### src/include/art_regs.svh
`ifndef ART_REGS_SVH
`define ART_REGS_SVH

// Register indices; byte address is four times the index
`define ART_IDX_DUTY1        8'h74
`define ART_IDX_DUTY0        8'h75
`define ART_IDX_PWM_CTRL     8'h76
`define ART_IDX_TIMER_CS     8'h77
`define ART_IDX_COUNTER      8'h78
`define ART_IDX_RELOAD       8'h79
`define ART_IDX_CAPTURE_CS   8'h7a
`define ART_IDX_CAPTURE1     8'h7b
`define ART_IDX_CAPTURE2     8'h7c

// Timer control/status fields
`define ART_CS_EXT_CLK_BIT   7
`define ART_CS_TAP_HI        6
`define ART_CS_TAP_LO        4
`define ART_CS_RUN_BIT       3
`define ART_CS_FORCE_BIT     2
`define ART_CS_OVF_IE_BIT    1
`define ART_CS_OVF_BIT       0

// Pulse output control fields
`define ART_PC_OE_LO         4
`define ART_PC_POL_LO        0

// Capture control/status fields
`define ART_CC_SENSE_LO      4
`define ART_CC_IE_LO         2
`define ART_CC_FLAG_LO       0

// Reset values and counter top
`define ART_RESET_BYTE       8'h00
`define ART_COUNT_TOP        8'hff
`define ART_PRESC_RESET      7'h00

`endif

### src/include/art_pkg.sv
package art_pkg;
  typedef logic [7:0]  byte_t;
  typedef logic [31:0] word_t;
  typedef logic [9:0]  addr_t;
  typedef logic [6:0]  presc_t;
  typedef logic [2:0]  tap_t;
endpackage

### src/include/capture_if.sv
`timescale 1ns/1ps
interface capture_if;
  logic               sense;
  logic               pin;
  logic [7:0]         count;
  logic               read_clear;
  logic               flag;
  logic [7:0]         value;
  modport ctrl (output sense, output pin, output count, output read_clear, input flag, input value);
  modport chan (input sense, input pin, input count, input read_clear, output flag, output value);
endinterface

### src/core/autoreload_pwm_capture_timer.sv
// The implementer's own choice: the Avalon-MM slave port.
`timescale 1ns/1ps
`include "art_regs.svh"

module autoreload_pwm_capture_timer
(
  // Clock and reset
  input  wire logic          ref_clk,
  input  wire logic          rst,
  // Avalon-MM slave
  input  wire art_pkg::addr_t address,
  input  wire logic          read,
  input  wire logic          write,
  input  wire art_pkg::word_t writedata,
  input  wire logic [3:0]    byteenable,
  output art_pkg::word_t     readdata,
  output logic               waitrequest,
  // External count clock
  input  wire logic          ext_clk_in,
  // Capture inputs
  input  wire logic [1:0]    capture_pin,
  // Pulse outputs
  output logic [1:0]         pulse_out_pin,
  output logic [1:0]         pulse_out_oe,
  // Requests
  output logic               overflow_irq,
  output logic [1:0]         capture_irq
);
  import art_pkg::*;

  // Bus handshake
  logic                      bus_ack;
  logic                      bus_take;
  logic                      rd_take;
  logic                      wr_take;
  byte_t                     wbyte;
  // Control
  logic                      external_clock_select;
  tap_t                      prescale_tap_select;
  logic                      count_run_enable;
  logic                      overflow_irq_enable;
  logic                      overflow_flag;
  logic [1:0]                output_polarity;
  logic [1:0]                output_enable;
  logic [1:0]                capture_sense;
  logic [1:0]                capture_irq_enable;
  byte_t                     reload_value;
  byte_t                     duty_value [2];
  byte_t                     compare_shadow [2];
  // Counting
  byte_t                     counter;
  presc_t                    prescaler;
  presc_t                    tap_mask;
  logic                      ext_prev;
  logic                      input_tick;
  logic                      count_tick;
  logic                      wrap;
  logic                      force_reload;
  logic                      counter_write;
  logic [1:0]                pulse_level;
  // Capture side
  logic [1:0]                capture_event_flag;
  byte_t                     capture_value [2];
  logic [1:0]                capture_read;
  byte_t                     next_rdata;
  // Decoded register strobes
  logic                      wr_duty0;
  logic                      wr_duty1;
  logic                      wr_pwm_ctrl;
  logic                      wr_timer_cs;
  logic                      wr_counter;
  logic                      wr_reload;
  logic                      wr_capture_cs;
  logic                      rd_timer_cs;
  logic                      soft_load;

  function automatic logic reg_hit(input addr_t addr, input byte_t idx);
    reg_hit = (addr[9:2] == idx) && (addr[1:0] == 2'b00);
  endfunction

  // One wait state gives read data a full cycle to settle
  assign waitrequest = (read | write) & ~bus_ack;
  assign bus_take    = (read | write) & bus_ack;
  // Read side effects land on the edge that latches read data, so an event there is kept
  assign rd_take     = read & ~bus_ack;
  assign wr_take     = write & bus_take & byteenable[0];
  assign wbyte       = writedata[7:0];

  // Each strobe is decoded once and shared by data, prescaler and flag logic
  assign wr_duty0      = wr_take && reg_hit(address, `ART_IDX_DUTY0);
  assign wr_duty1      = wr_take && reg_hit(address, `ART_IDX_DUTY1);
  assign wr_pwm_ctrl   = wr_take && reg_hit(address, `ART_IDX_PWM_CTRL);
  assign wr_timer_cs   = wr_take && reg_hit(address, `ART_IDX_TIMER_CS);
  assign wr_counter    = wr_take && reg_hit(address, `ART_IDX_COUNTER);
  assign wr_reload     = wr_take && reg_hit(address, `ART_IDX_RELOAD);
  assign wr_capture_cs = wr_take && reg_hit(address, `ART_IDX_CAPTURE_CS);
  assign rd_timer_cs   = rd_take && reg_hit(address, `ART_IDX_TIMER_CS);

  always_ff @(posedge ref_clk or posedge rst)
  begin
    if (rst)
      bus_ack <= 1'b0;
    else
      bus_ack <= (read | write) & ~bus_ack;
  end

  always_comb
  begin
    next_rdata = `ART_RESET_BYTE;
    if (reg_hit(address, `ART_IDX_DUTY1))
      next_rdata = duty_value[1];
    else if (reg_hit(address, `ART_IDX_DUTY0))
      next_rdata = duty_value[0];
    else if (reg_hit(address, `ART_IDX_PWM_CTRL))
      next_rdata = {2'b00, output_enable, 2'b00, output_polarity};
    else if (reg_hit(address, `ART_IDX_TIMER_CS))
      next_rdata = {external_clock_select, prescale_tap_select, count_run_enable,
                    1'b0, overflow_irq_enable, overflow_flag};
    else if (reg_hit(address, `ART_IDX_COUNTER))
      next_rdata = counter;
    else if (reg_hit(address, `ART_IDX_RELOAD))
      next_rdata = reload_value;
    else if (reg_hit(address, `ART_IDX_CAPTURE_CS))
      next_rdata = {2'b00, capture_sense, capture_irq_enable, capture_event_flag};
    else if (reg_hit(address, `ART_IDX_CAPTURE1))
      next_rdata = capture_value[0];
    else if (reg_hit(address, `ART_IDX_CAPTURE2))
      next_rdata = capture_value[1];
  end

  // Unmapped addresses read zero and ignore writes
  always_ff @(posedge ref_clk or posedge rst)
  begin
    if (rst)
      readdata <= 32'h0000_0000;
    else if (rd_take)
      readdata <= {24'h00_0000, next_rdata};
  end

  // Control registers
  always_ff @(posedge ref_clk or posedge rst)
  begin
    if (rst)
    begin
      external_clock_select <= 1'b0;
      prescale_tap_select   <= 3'h0;
      count_run_enable      <= 1'b0;
      overflow_irq_enable   <= 1'b0;
    end
    else if (wr_timer_cs)
    begin
      external_clock_select <= wbyte[`ART_CS_EXT_CLK_BIT];
      prescale_tap_select   <= wbyte[`ART_CS_TAP_HI:`ART_CS_TAP_LO];
      count_run_enable      <= wbyte[`ART_CS_RUN_BIT];
      overflow_irq_enable   <= wbyte[`ART_CS_OVF_IE_BIT];
    end
  end

  always_ff @(posedge ref_clk or posedge rst)
  begin
    if (rst)
    begin
      output_polarity <= 2'b00;
      output_enable   <= 2'b00;
    end
    else if (wr_pwm_ctrl)
    begin
      output_polarity <= wbyte[`ART_PC_POL_LO +: 2];
      output_enable   <= wbyte[`ART_PC_OE_LO +: 2];
    end
  end

  always_ff @(posedge ref_clk or posedge rst)
  begin
    if (rst)
    begin
      capture_sense      <= 2'b00;
      capture_irq_enable <= 2'b00;
    end
    else if (wr_capture_cs)
    begin
      capture_sense      <= wbyte[`ART_CC_SENSE_LO +: 2];
      capture_irq_enable <= wbyte[`ART_CC_IE_LO +: 2];
    end
  end

  always_ff @(posedge ref_clk or posedge rst)
  begin
    if (rst)
      reload_value <= `ART_RESET_BYTE;
    else if (wr_reload)
      reload_value <= wbyte;
  end

  always_ff @(posedge ref_clk or posedge rst)
  begin
    if (rst)
    begin
      duty_value[0] <= `ART_RESET_BYTE;
      duty_value[1] <= `ART_RESET_BYTE;
    end
    else
    begin
      if (wr_duty0)
        duty_value[0] <= wbyte;
      if (wr_duty1)
        duty_value[1] <= wbyte;
    end
  end

  // Clock source and prescaler
  assign force_reload  = wr_timer_cs && wbyte[`ART_CS_FORCE_BIT];
  assign counter_write = wr_counter;
  assign soft_load     = force_reload | counter_write;

  always_ff @(posedge ref_clk or posedge rst)
  begin
    if (rst)
      ext_prev <= 1'b0;
    else
      ext_prev <= ext_clk_in;
  end

  // External clock counts on its rising edge, so it must stay below half the system rate
  assign input_tick = external_clock_select ? (ext_clk_in & ~ext_prev) : 1'b1;
  assign tap_mask   = 7'((8'h01 << prescale_tap_select) - 8'h01);
  assign count_tick = count_run_enable && input_tick && ((prescaler & tap_mask) == tap_mask);
  // A software load in the same cycle wins, so that tick is not an overflow
  assign wrap       = count_tick && (counter == `ART_COUNT_TOP) && !soft_load;

  always_ff @(posedge ref_clk or posedge rst)
  begin
    if (rst)
      prescaler <= `ART_PRESC_RESET;
    else if (soft_load)
      prescaler <= `ART_PRESC_RESET;
    else if (count_run_enable && input_tick)
      prescaler <= prescaler + 7'h01;
  end

  // Software load takes priority over a count in the same cycle
  always_ff @(posedge ref_clk or posedge rst)
  begin
    if (rst)
      counter <= `ART_RESET_BYTE;
    else if (counter_write)
      counter <= wbyte;
    else if (force_reload)
      counter <= reload_value;
    else if (wrap)
      counter <= reload_value;
    else if (count_tick)
      counter <= counter + 8'h01;
  end

  // Set wins over the read clear
  always_ff @(posedge ref_clk or posedge rst)
  begin
    if (rst)
      overflow_flag <= 1'b0;
    else if (wrap)
      overflow_flag <= 1'b1;
    else if (rd_timer_cs)
      overflow_flag <= 1'b0;
  end

  assign overflow_irq = overflow_flag & overflow_irq_enable;

  // Pulse channels
  genvar ch;
  generate
    for (ch = 0; ch < 2; ch++)
    begin : gen_pwm
      // Double buffering keeps a duty change from glitching mid-period
      always_ff @(posedge ref_clk or posedge rst)
      begin
        if (rst)
          compare_shadow[ch] <= `ART_RESET_BYTE;
        else if (wrap)
          compare_shadow[ch] <= duty_value[ch];
      end

      // Level is recomputed each cycle, so polarity acts without waiting for overflow
      always_ff @(posedge ref_clk or posedge rst)
      begin
        if (rst)
          pulse_level[ch] <= 1'b0;
        else
          pulse_level[ch] <= (counter <= compare_shadow[ch]) ^ output_polarity[ch];
      end

      assign pulse_out_pin[ch] = pulse_level[ch] & output_enable[ch];
      assign pulse_out_oe[ch]  = output_enable[ch];
    end
  endgenerate

  // Capture channels
  assign capture_read[0] = rd_take && reg_hit(address, `ART_IDX_CAPTURE1);
  assign capture_read[1] = rd_take && reg_hit(address, `ART_IDX_CAPTURE2);

  generate
    for (ch = 0; ch < 2; ch++)
    begin : gen_cap
      capture_if cap_bus ();

      assign cap_bus.sense      = capture_sense[ch];
      assign cap_bus.pin        = capture_pin[ch];
      assign cap_bus.count      = counter;
      assign cap_bus.read_clear = capture_read[ch];
      assign capture_event_flag[ch] = cap_bus.flag;
      assign capture_value[ch]      = cap_bus.value;
      assign capture_irq[ch]        = cap_bus.flag & capture_irq_enable[ch];

      capture_channel u_capture
      (
        .ref_clk (ref_clk),
        .rst     (rst),
        .cap     (cap_bus.chan)
      );
    end
  endgenerate
endmodule

### src/core/capture_channel.sv
`timescale 1ns/1ps
`include "art_regs.svh"
module capture_channel
(
  // Clock and reset
  input  wire logic   ref_clk,
  input  wire logic   rst,
  // Channel link
  capture_if.chan     cap
);
  import art_pkg::*;

  logic               pin_prev;
  logic               edge_seen;

  always_ff @(posedge ref_clk or posedge rst)
  begin
    if (rst)
      pin_prev <= 1'b0;
    else
      pin_prev <= cap.pin;
  end

  // Edge polarity follows the sense bit
  assign edge_seen = cap.sense ? (cap.pin & ~pin_prev) : (~cap.pin & pin_prev);

  // Set wins over the read clear so a capture in the clearing cycle survives
  always_ff @(posedge ref_clk or posedge rst)
  begin
    if (rst)
      cap.flag <= 1'b0;
    else if (edge_seen)
      cap.flag <= 1'b1;
    else if (cap.read_clear)
      cap.flag <= 1'b0;
  end

  // A pending capture blocks new data until software has read it
  always_ff @(posedge ref_clk or posedge rst)
  begin
    if (rst)
      cap.value <= `ART_RESET_BYTE;
    else if (edge_seen && (!cap.flag || cap.read_clear))
      cap.value <= cap.count;
  end
endmodule

### config.mk
export PLATFORM = sky130hd
export DESIGN_NAME = autoreload_pwm_capture_timer
export DESIGN_NICKNAME = d
export VERILOG_FILES = /design/src/include/art_pkg.sv /design/src/include/capture_if.sv /design/src/core/autoreload_pwm_capture_timer.sv /design/src/core/capture_channel.sv
export VERILOG_INCLUDE_DIRS = /design/src /design/src/include
export SDC_FILE = /design/constraint.sdc
export NUM_CORES = 1
export LEC_CHECK = 0
export BUFFER_PORTS_ARGS = -buffer_cell sky130_fd_sc_hd__buf_2
export CORE_MARGIN = 8
export CORE_UTILIZATION = 45
export CTS_CLUSTER_SIZE = 12
export DETAILED_ROUTE_END_ITERATION = 7
export PLACE_DENSITY_LB_ADDON = 0.05
export SLEW_MARGIN = 0
export SYNTH_ARGS = -nofsm -noshare
export SYNTH_HDL_FRONTEND = slang
export SYNTH_HIERARCHICAL = 1
export SYNTH_SLANG_ARGS = --single-unit
### constraint.sdc
create_clock -name ref_clk -period 5.7 [get_ports ref_clk]
set_input_delay 0.57 -clock ref_clk [delete_from_list [all_inputs] [get_ports ref_clk]]
set_output_delay 0.57 -clock ref_clk [all_outputs]
set_load 0.01 [all_outputs]
# --- Yosys cells after proc, flatten, opt, wreduce, memory -nomap -nowiden ---
# Index checks and enable logic that the tools add are counted.
totals:
  regBits: 102
  output_inout_bits: 40
  word_cells: 131
op_classes:
  add_sub_neg: 3
  order_cmp: 2
  n_eq_ne: 11
  shift: 1
  mux: 24
  bitwise_logic: 26
  reduce_logical: 37
ops:
  columns: ["operator", "count"]
  rows:
  - ["two-way mux 8 bit", 13]
  - ["== test 8 x 7 -> 1 bit (second input constant)", 9]
  - ["logical AND 1 bit", 26]
  - ["<= comparator 8 bit", 2]
  - ["bitwise AND 1 bit", 15]
  - ["two-way mux 7 bit", 2]
  - ["two-way mux 1 bit", 9]
  - ["adder 8 x 1 -> 8 bit (second input constant)", 1]
  - ["== test 8 bit (second input constant)", 1]
  - ["nonzero test 2 bit", 4]
  - ["adder 7 x 1 -> 7 bit (second input constant)", 1]
  - ["bitwise AND 7 bit", 1]
  - ["== test 7 bit", 1]
  - ["left shift 1 x 3 -> 7 bit (first input constant)", 1]
  - ["subtractor 7 x 1 -> 7 bit (second input constant)", 1]
  - ["inverter 1 bit", 6]
  - ["nonzero test 4 bit", 1]
  - ["zero test 1 bit", 3]
  - ["zero test 2 bit", 1]
  - ["logical OR 1 bit", 2]
  - ["bitwise OR 1 bit", 2]
  - ["bitwise XOR 1 bit", 2]

# --- Logic depth before layout (Yosys ltp) ---
logic_depth:
  ltp_word: 12
  mapped_depth: 8
  depth_no_buf: 8

# --- Modules after synthesis ---
# The synthesis kept the hierarchy.
modules_own_cells:
  columns: ["mod", "instances", "cells_per_inst", "area_per_inst_um2"]
  rows:
  - ["autoreload_pwm_capture_timer", 1, 509, 4959.8]
  - ["capture_channel", 2, 43, 504.2]

# --- Worst setup path before layout ---
# No wires, ideal clock.
synth_timing:
  kind: "in2reg"
  from: "input port address[1]"
  to: "register duty_value[10] (netlist name)"
  setup_time_ns: 0.125
  t_arrival_ns: 2.171
  required_time_ns: 5.575
  slack_ns: 3.404
  path_stages: 5
  path_cell_list: "or4b_4 > or3_1 > buf_6 > nor2_8 > mux2_4"
synth_between:
  elab_chain_cells: 3
synth_rtl:
  columns: ["element", "line", "rtl"]
  rows:
  - ["start, declared", "autoreload_pwm_capture_timer.sv:11", "input wire art_pkg::addr_t address,"]
  - ["zero test 2 bit", "autoreload_pwm_capture_timer.sv:78", "reg_hit = (addr[9:2] == idx) && (addr[1:0] == 2'b00);"]
  - ["logical AND 1 bit", "autoreload_pwm_capture_timer.sv:78", null]
  - ["logical AND 1 bit", "autoreload_pwm_capture_timer.sv:90", "assign wr_duty0 = wr_take && reg_hit(address, `ART_IDX_DUTY0);"]
  - ["end, declared", "autoreload_pwm_capture_timer.sv:48", "byte_t duty_value [2];"]
# Every way passes these cells.
# A chain may end at the register's enable or synchronous reset.

# --- Worst setup path in the final report ---
layout_timing:
  from: "input port address[2]"
  to: "register counter[0]"
layout_between:
  elab_chain_cells: 10
layout_rtl:
  columns: ["element", "line", "rtl"]
  rows:
  - ["== test 8 x 7 -> 1 bit", "autoreload_pwm_capture_timer.sv:78", null]
  - ["logical AND 1 bit", "autoreload_pwm_capture_timer.sv:78", null]
  - ["logical AND 1 bit", "autoreload_pwm_capture_timer.sv:93", "assign wr_timer_cs = wr_take && reg_hit(address, `ART_IDX_TIMER_CS);"]
  - ["logical AND 1 bit", "autoreload_pwm_capture_timer.sv:212", "assign force_reload = wr_timer_cs && wbyte[`ART_CS_FORCE_BIT];"]
  - ["bitwise OR 1 bit", "autoreload_pwm_capture_timer.sv:214", "assign soft_load = force_reload | counter_write;"]
  - ["zero test 1 bit", "autoreload_pwm_capture_timer.sv:229", "assign wrap = count_tick && (counter == `ART_COUNT_TOP) && !soft_load;"]
  - ["logical AND 1 bit", "autoreload_pwm_capture_timer.sv:229", null]
  - ["two-way mux 8 bit", "autoreload_pwm_capture_timer.sv:250", "else if (wrap)"]
  - ["two-way mux 8 bit", "autoreload_pwm_capture_timer.sv:248", "else if (force_reload)"]
  - ["two-way mux 8 bit", "autoreload_pwm_capture_timer.sv:246", "else if (counter_write)"]
  - ["end signal, assigned", "autoreload_pwm_capture_timer.sv:247", "counter <= wbyte;"]
  - ["end signal, assigned", "autoreload_pwm_capture_timer.sv:249", "counter <= reload_value;"]
  - ["end signal, assigned", "autoreload_pwm_capture_timer.sv:251", "counter <= reload_value;"]
  - ["end, declared", "autoreload_pwm_capture_timer.sv:51", "byte_t counter;"]
# Parallel ways exist; a longest one is shown, timed or not.

==> out/metrics.yaml <==
synth-edff-count: 0
setup_viol: 0
nets: 699
yosys_warnings: 6
async_flop_share_pct: 100
slew_headroom_pct: 43.1
syn_inst: 595
final_core_util_pct: 50.1
fin_crit_sh_pct: 49.4
met1_usage_pct: 28.0
top_usage_layer: "met2"
hpwl_mm: 12.5
grt.total_usage_pct: 20.5
rsz0062_at_grt: "false"
power_switching_uw: 428
hp-class: "in2async"
clock_skew_ns: 0.0117
drtIter0Drc: 392
netlist.area_leader.share_pct: 42.8
post_cts_buffers: 0
place.gp.congestion: 0.869
final_common_cell: "dfrtp_1"
leakage_nw: 3.09
antenna_found_initial: 0
power_density_nw_per_um2: 247
min_period_ns: 2.82
seqPwrFrac_pct: 49.2
cts-hold-fix-buffers: 0
ir_worst_vdd_uv: 139
whs_ns: 0.221
ios: 93
dieArea_um2: 17200
routed_via_density: 5.97
tritoncts: "done"
cts_max_level: 3
grt-ovfl-total: 0
drive_gt1_share_pct: 20.9
cts_sinks: 102
drv_slew: 0
synth.area.top_cells: "dfrtp_1 43%, mux2_2 7.2%, o21ai_0 4.3%, ha_1 3.8%, buf_4 3.3%"
crit_type: "in2reg"
fill_cells: 1246
synth_ff_type: "dfrtp_1"
io_buffers: 41
die_x_um: 131
seqCellArea_um2: 2550
finalSetupTns_ns: 0
multi_input_area_um2: 3130
grt_max_degree: 61
remaining_drc_errors: 0
switching_share_pct: 26.5
rows: 42
antenna_left: 0
cts_made_buffers: 9
crit_chain: "buf_2 -> nor2_1 -> nand2_1 -> a21oi_2 -> or4b_1 -> nand2_1 -> a211oi_1"
synth_seq_area_share_pct: 42.8
tightest_slew_ns: 0.850
ys_seq_elements: 102
yosys.area.top_type: "dfrtp_1"
crit_path_start_kind: "input port"
area_growth_pct: 9.77
crit_top_cell: "nand2_1"
synth.distinct_cells: 74
path_clk_slew_ns: 0.07
coreArea_um2: 13100
syn_avg_cell_area_um2: 10.0
wl_per_cell_um: 21.2
die_h_um: 131
worst-path-max-fanout: 31
clock_latency_ns: 0.36
via_count: 4827
grtUsageMet2_pct: 30.9
status: "complete, no violations"
critical-path-max-stage-delay_ns: 0.70
final_cell_mix: "102 x dfrtp_1, 51 x o21ai_0, 50 x nand2_1, 41 x buf_2, 38 x mux2_2"
syn-cell-area_um2: 5970
arrival_ns: 3.08
drt_first_pass_iters: 5
antennaDiodeCount: 0
initial_core_util_pct: 45.6
fmax_mhz: 355
met3_usage_pct: 4.99
cp_slowest_cell: "a21oi_2"
cts_root_buf: "clkbuf_16"
wl_mm: 17.1
hold_viol_final: 0
path_delay_family: "simple AND/OR/NAND/NOR gates"
clkPwrFrac_pct: 40.8
clockBufferDepth: 2
path_buf_inv: 1
post_cts_resized: 0
required_ns: 5.96
endpoint_kind: "flop"
grt_pass1_vias: 4884
drv_cap: 0
grt_pass1_wl_mm: 27.8
p_comb_share_pct: 9.9
p_int_mw: 1.19
## power groups by stage
stage                     Combinational [mW]  Sequential, mW  Clock [mW]
final                                  0.161           0.796       0.661
after global routing                   0.179           0.800       0.703
after CTS                              0.160           0.794       0.673
after detailed placement               0.159           0.807           0
after global placement                 0.154           0.806           0
after floorplan                        0.110           0.795           0
## synth_stat cells, drive strengths merged, types with 7 or more instances
master and number:
dfrtp 102, o21ai 51, nand2 50, mux2 45
nor2 37, a21oi 32, buf 29, inv 27
a32oi 18, ha 18, clkbuf 17, o22ai 12
nand3 10, nand4 10, o211ai 10, nand2b 9
a31oi 8, and2 8, nor2b 8, and3 7
## layout make-up
| cell class | count | share of cell area [%] |
|---|---|---|
| clock buffers | 9 | 3.44 |
| clock inverters | 6 | 1.32 |
| repair buffers | 45 | 3.59 |
| well taps | 176 | 3.36 |
| flip-flops and latches | 102 | 39.0 |
| multi-input cells | 442 | 47.7 |
| inverters | 28 | 1.62 |
## state kept, by name, summed over array words and instances, names as in the netlist, 3 cells and up
| name | flops |
|---|---|
| compare_shadow | 16 |
| counter | 8 |
| duty_value | 16 |
| gen_cap.u_capture/cap.value | 16 |
| prescale_tap_select | 3 |
| prescaler | 7 |
| readdata | 8 |
| reload_value | 8 |
## per-layer routing
metal	part of all wire [%]	vias up
li1	-	2223
met2	46	173
met1	46	2405
met5	0	-
met3	6.3	26
met4	2.1	0
## worst paths after layout
kind                                               to  slack (ns)              start  cells past startpoint
min in group ref_clk                         ext_prev        0.34         ext_clk_in                      1
worst min-delay path            capture_irq_enable[1]        0.22                rst                      2
worst min register to register      compare_shadow[8]        0.49  compare_shadow[8]                      2
worst max-delay path                       counter[0]        2.88         address[2]                      7
max in group asynchronous                 readdata[7]        4.38                rst                      3
worst max register to register             counter[0]        3.07         counter[0]                      6
## logic make-up (layout without fill, tap and decap cells)
family	Yosys count	after routing	share of synthesized area, %
buffers and inverters	74	88	6.46
muxes	48	48	9.64
xor gates and xnor gates	9	9	1.32
AOI/OAI and AO/OA	179	179	19.9
and+or+nand+nor	164	164	16.1
other	1	24	0.0628
adders and majority gates	18	18	3.77
DFF	102	102	42.8
## worst reg2reg max path, cell delays in order (launching register included)
cell	delay [ns]
dfrtp_1	0.66
ha_1	0.30
and4_1	0.30
nand4_1	0.17
or4b_1	0.74
nand2_1	0.23
a211oi_1	0.10
## stage by stage
step                area, um2  setup WS, ns  instances  power [mW]
floorplan                6050          3.02        618       0.904
global placement         6240          2.56        793       0.960
detailed placement       6240          2.52        793       0.967
CTS                      6550          2.91        808        1.63
global route             6550          2.61        808        1.68
finish                   6550          2.88        808        1.62
Power figures use the tool's default switching activity.
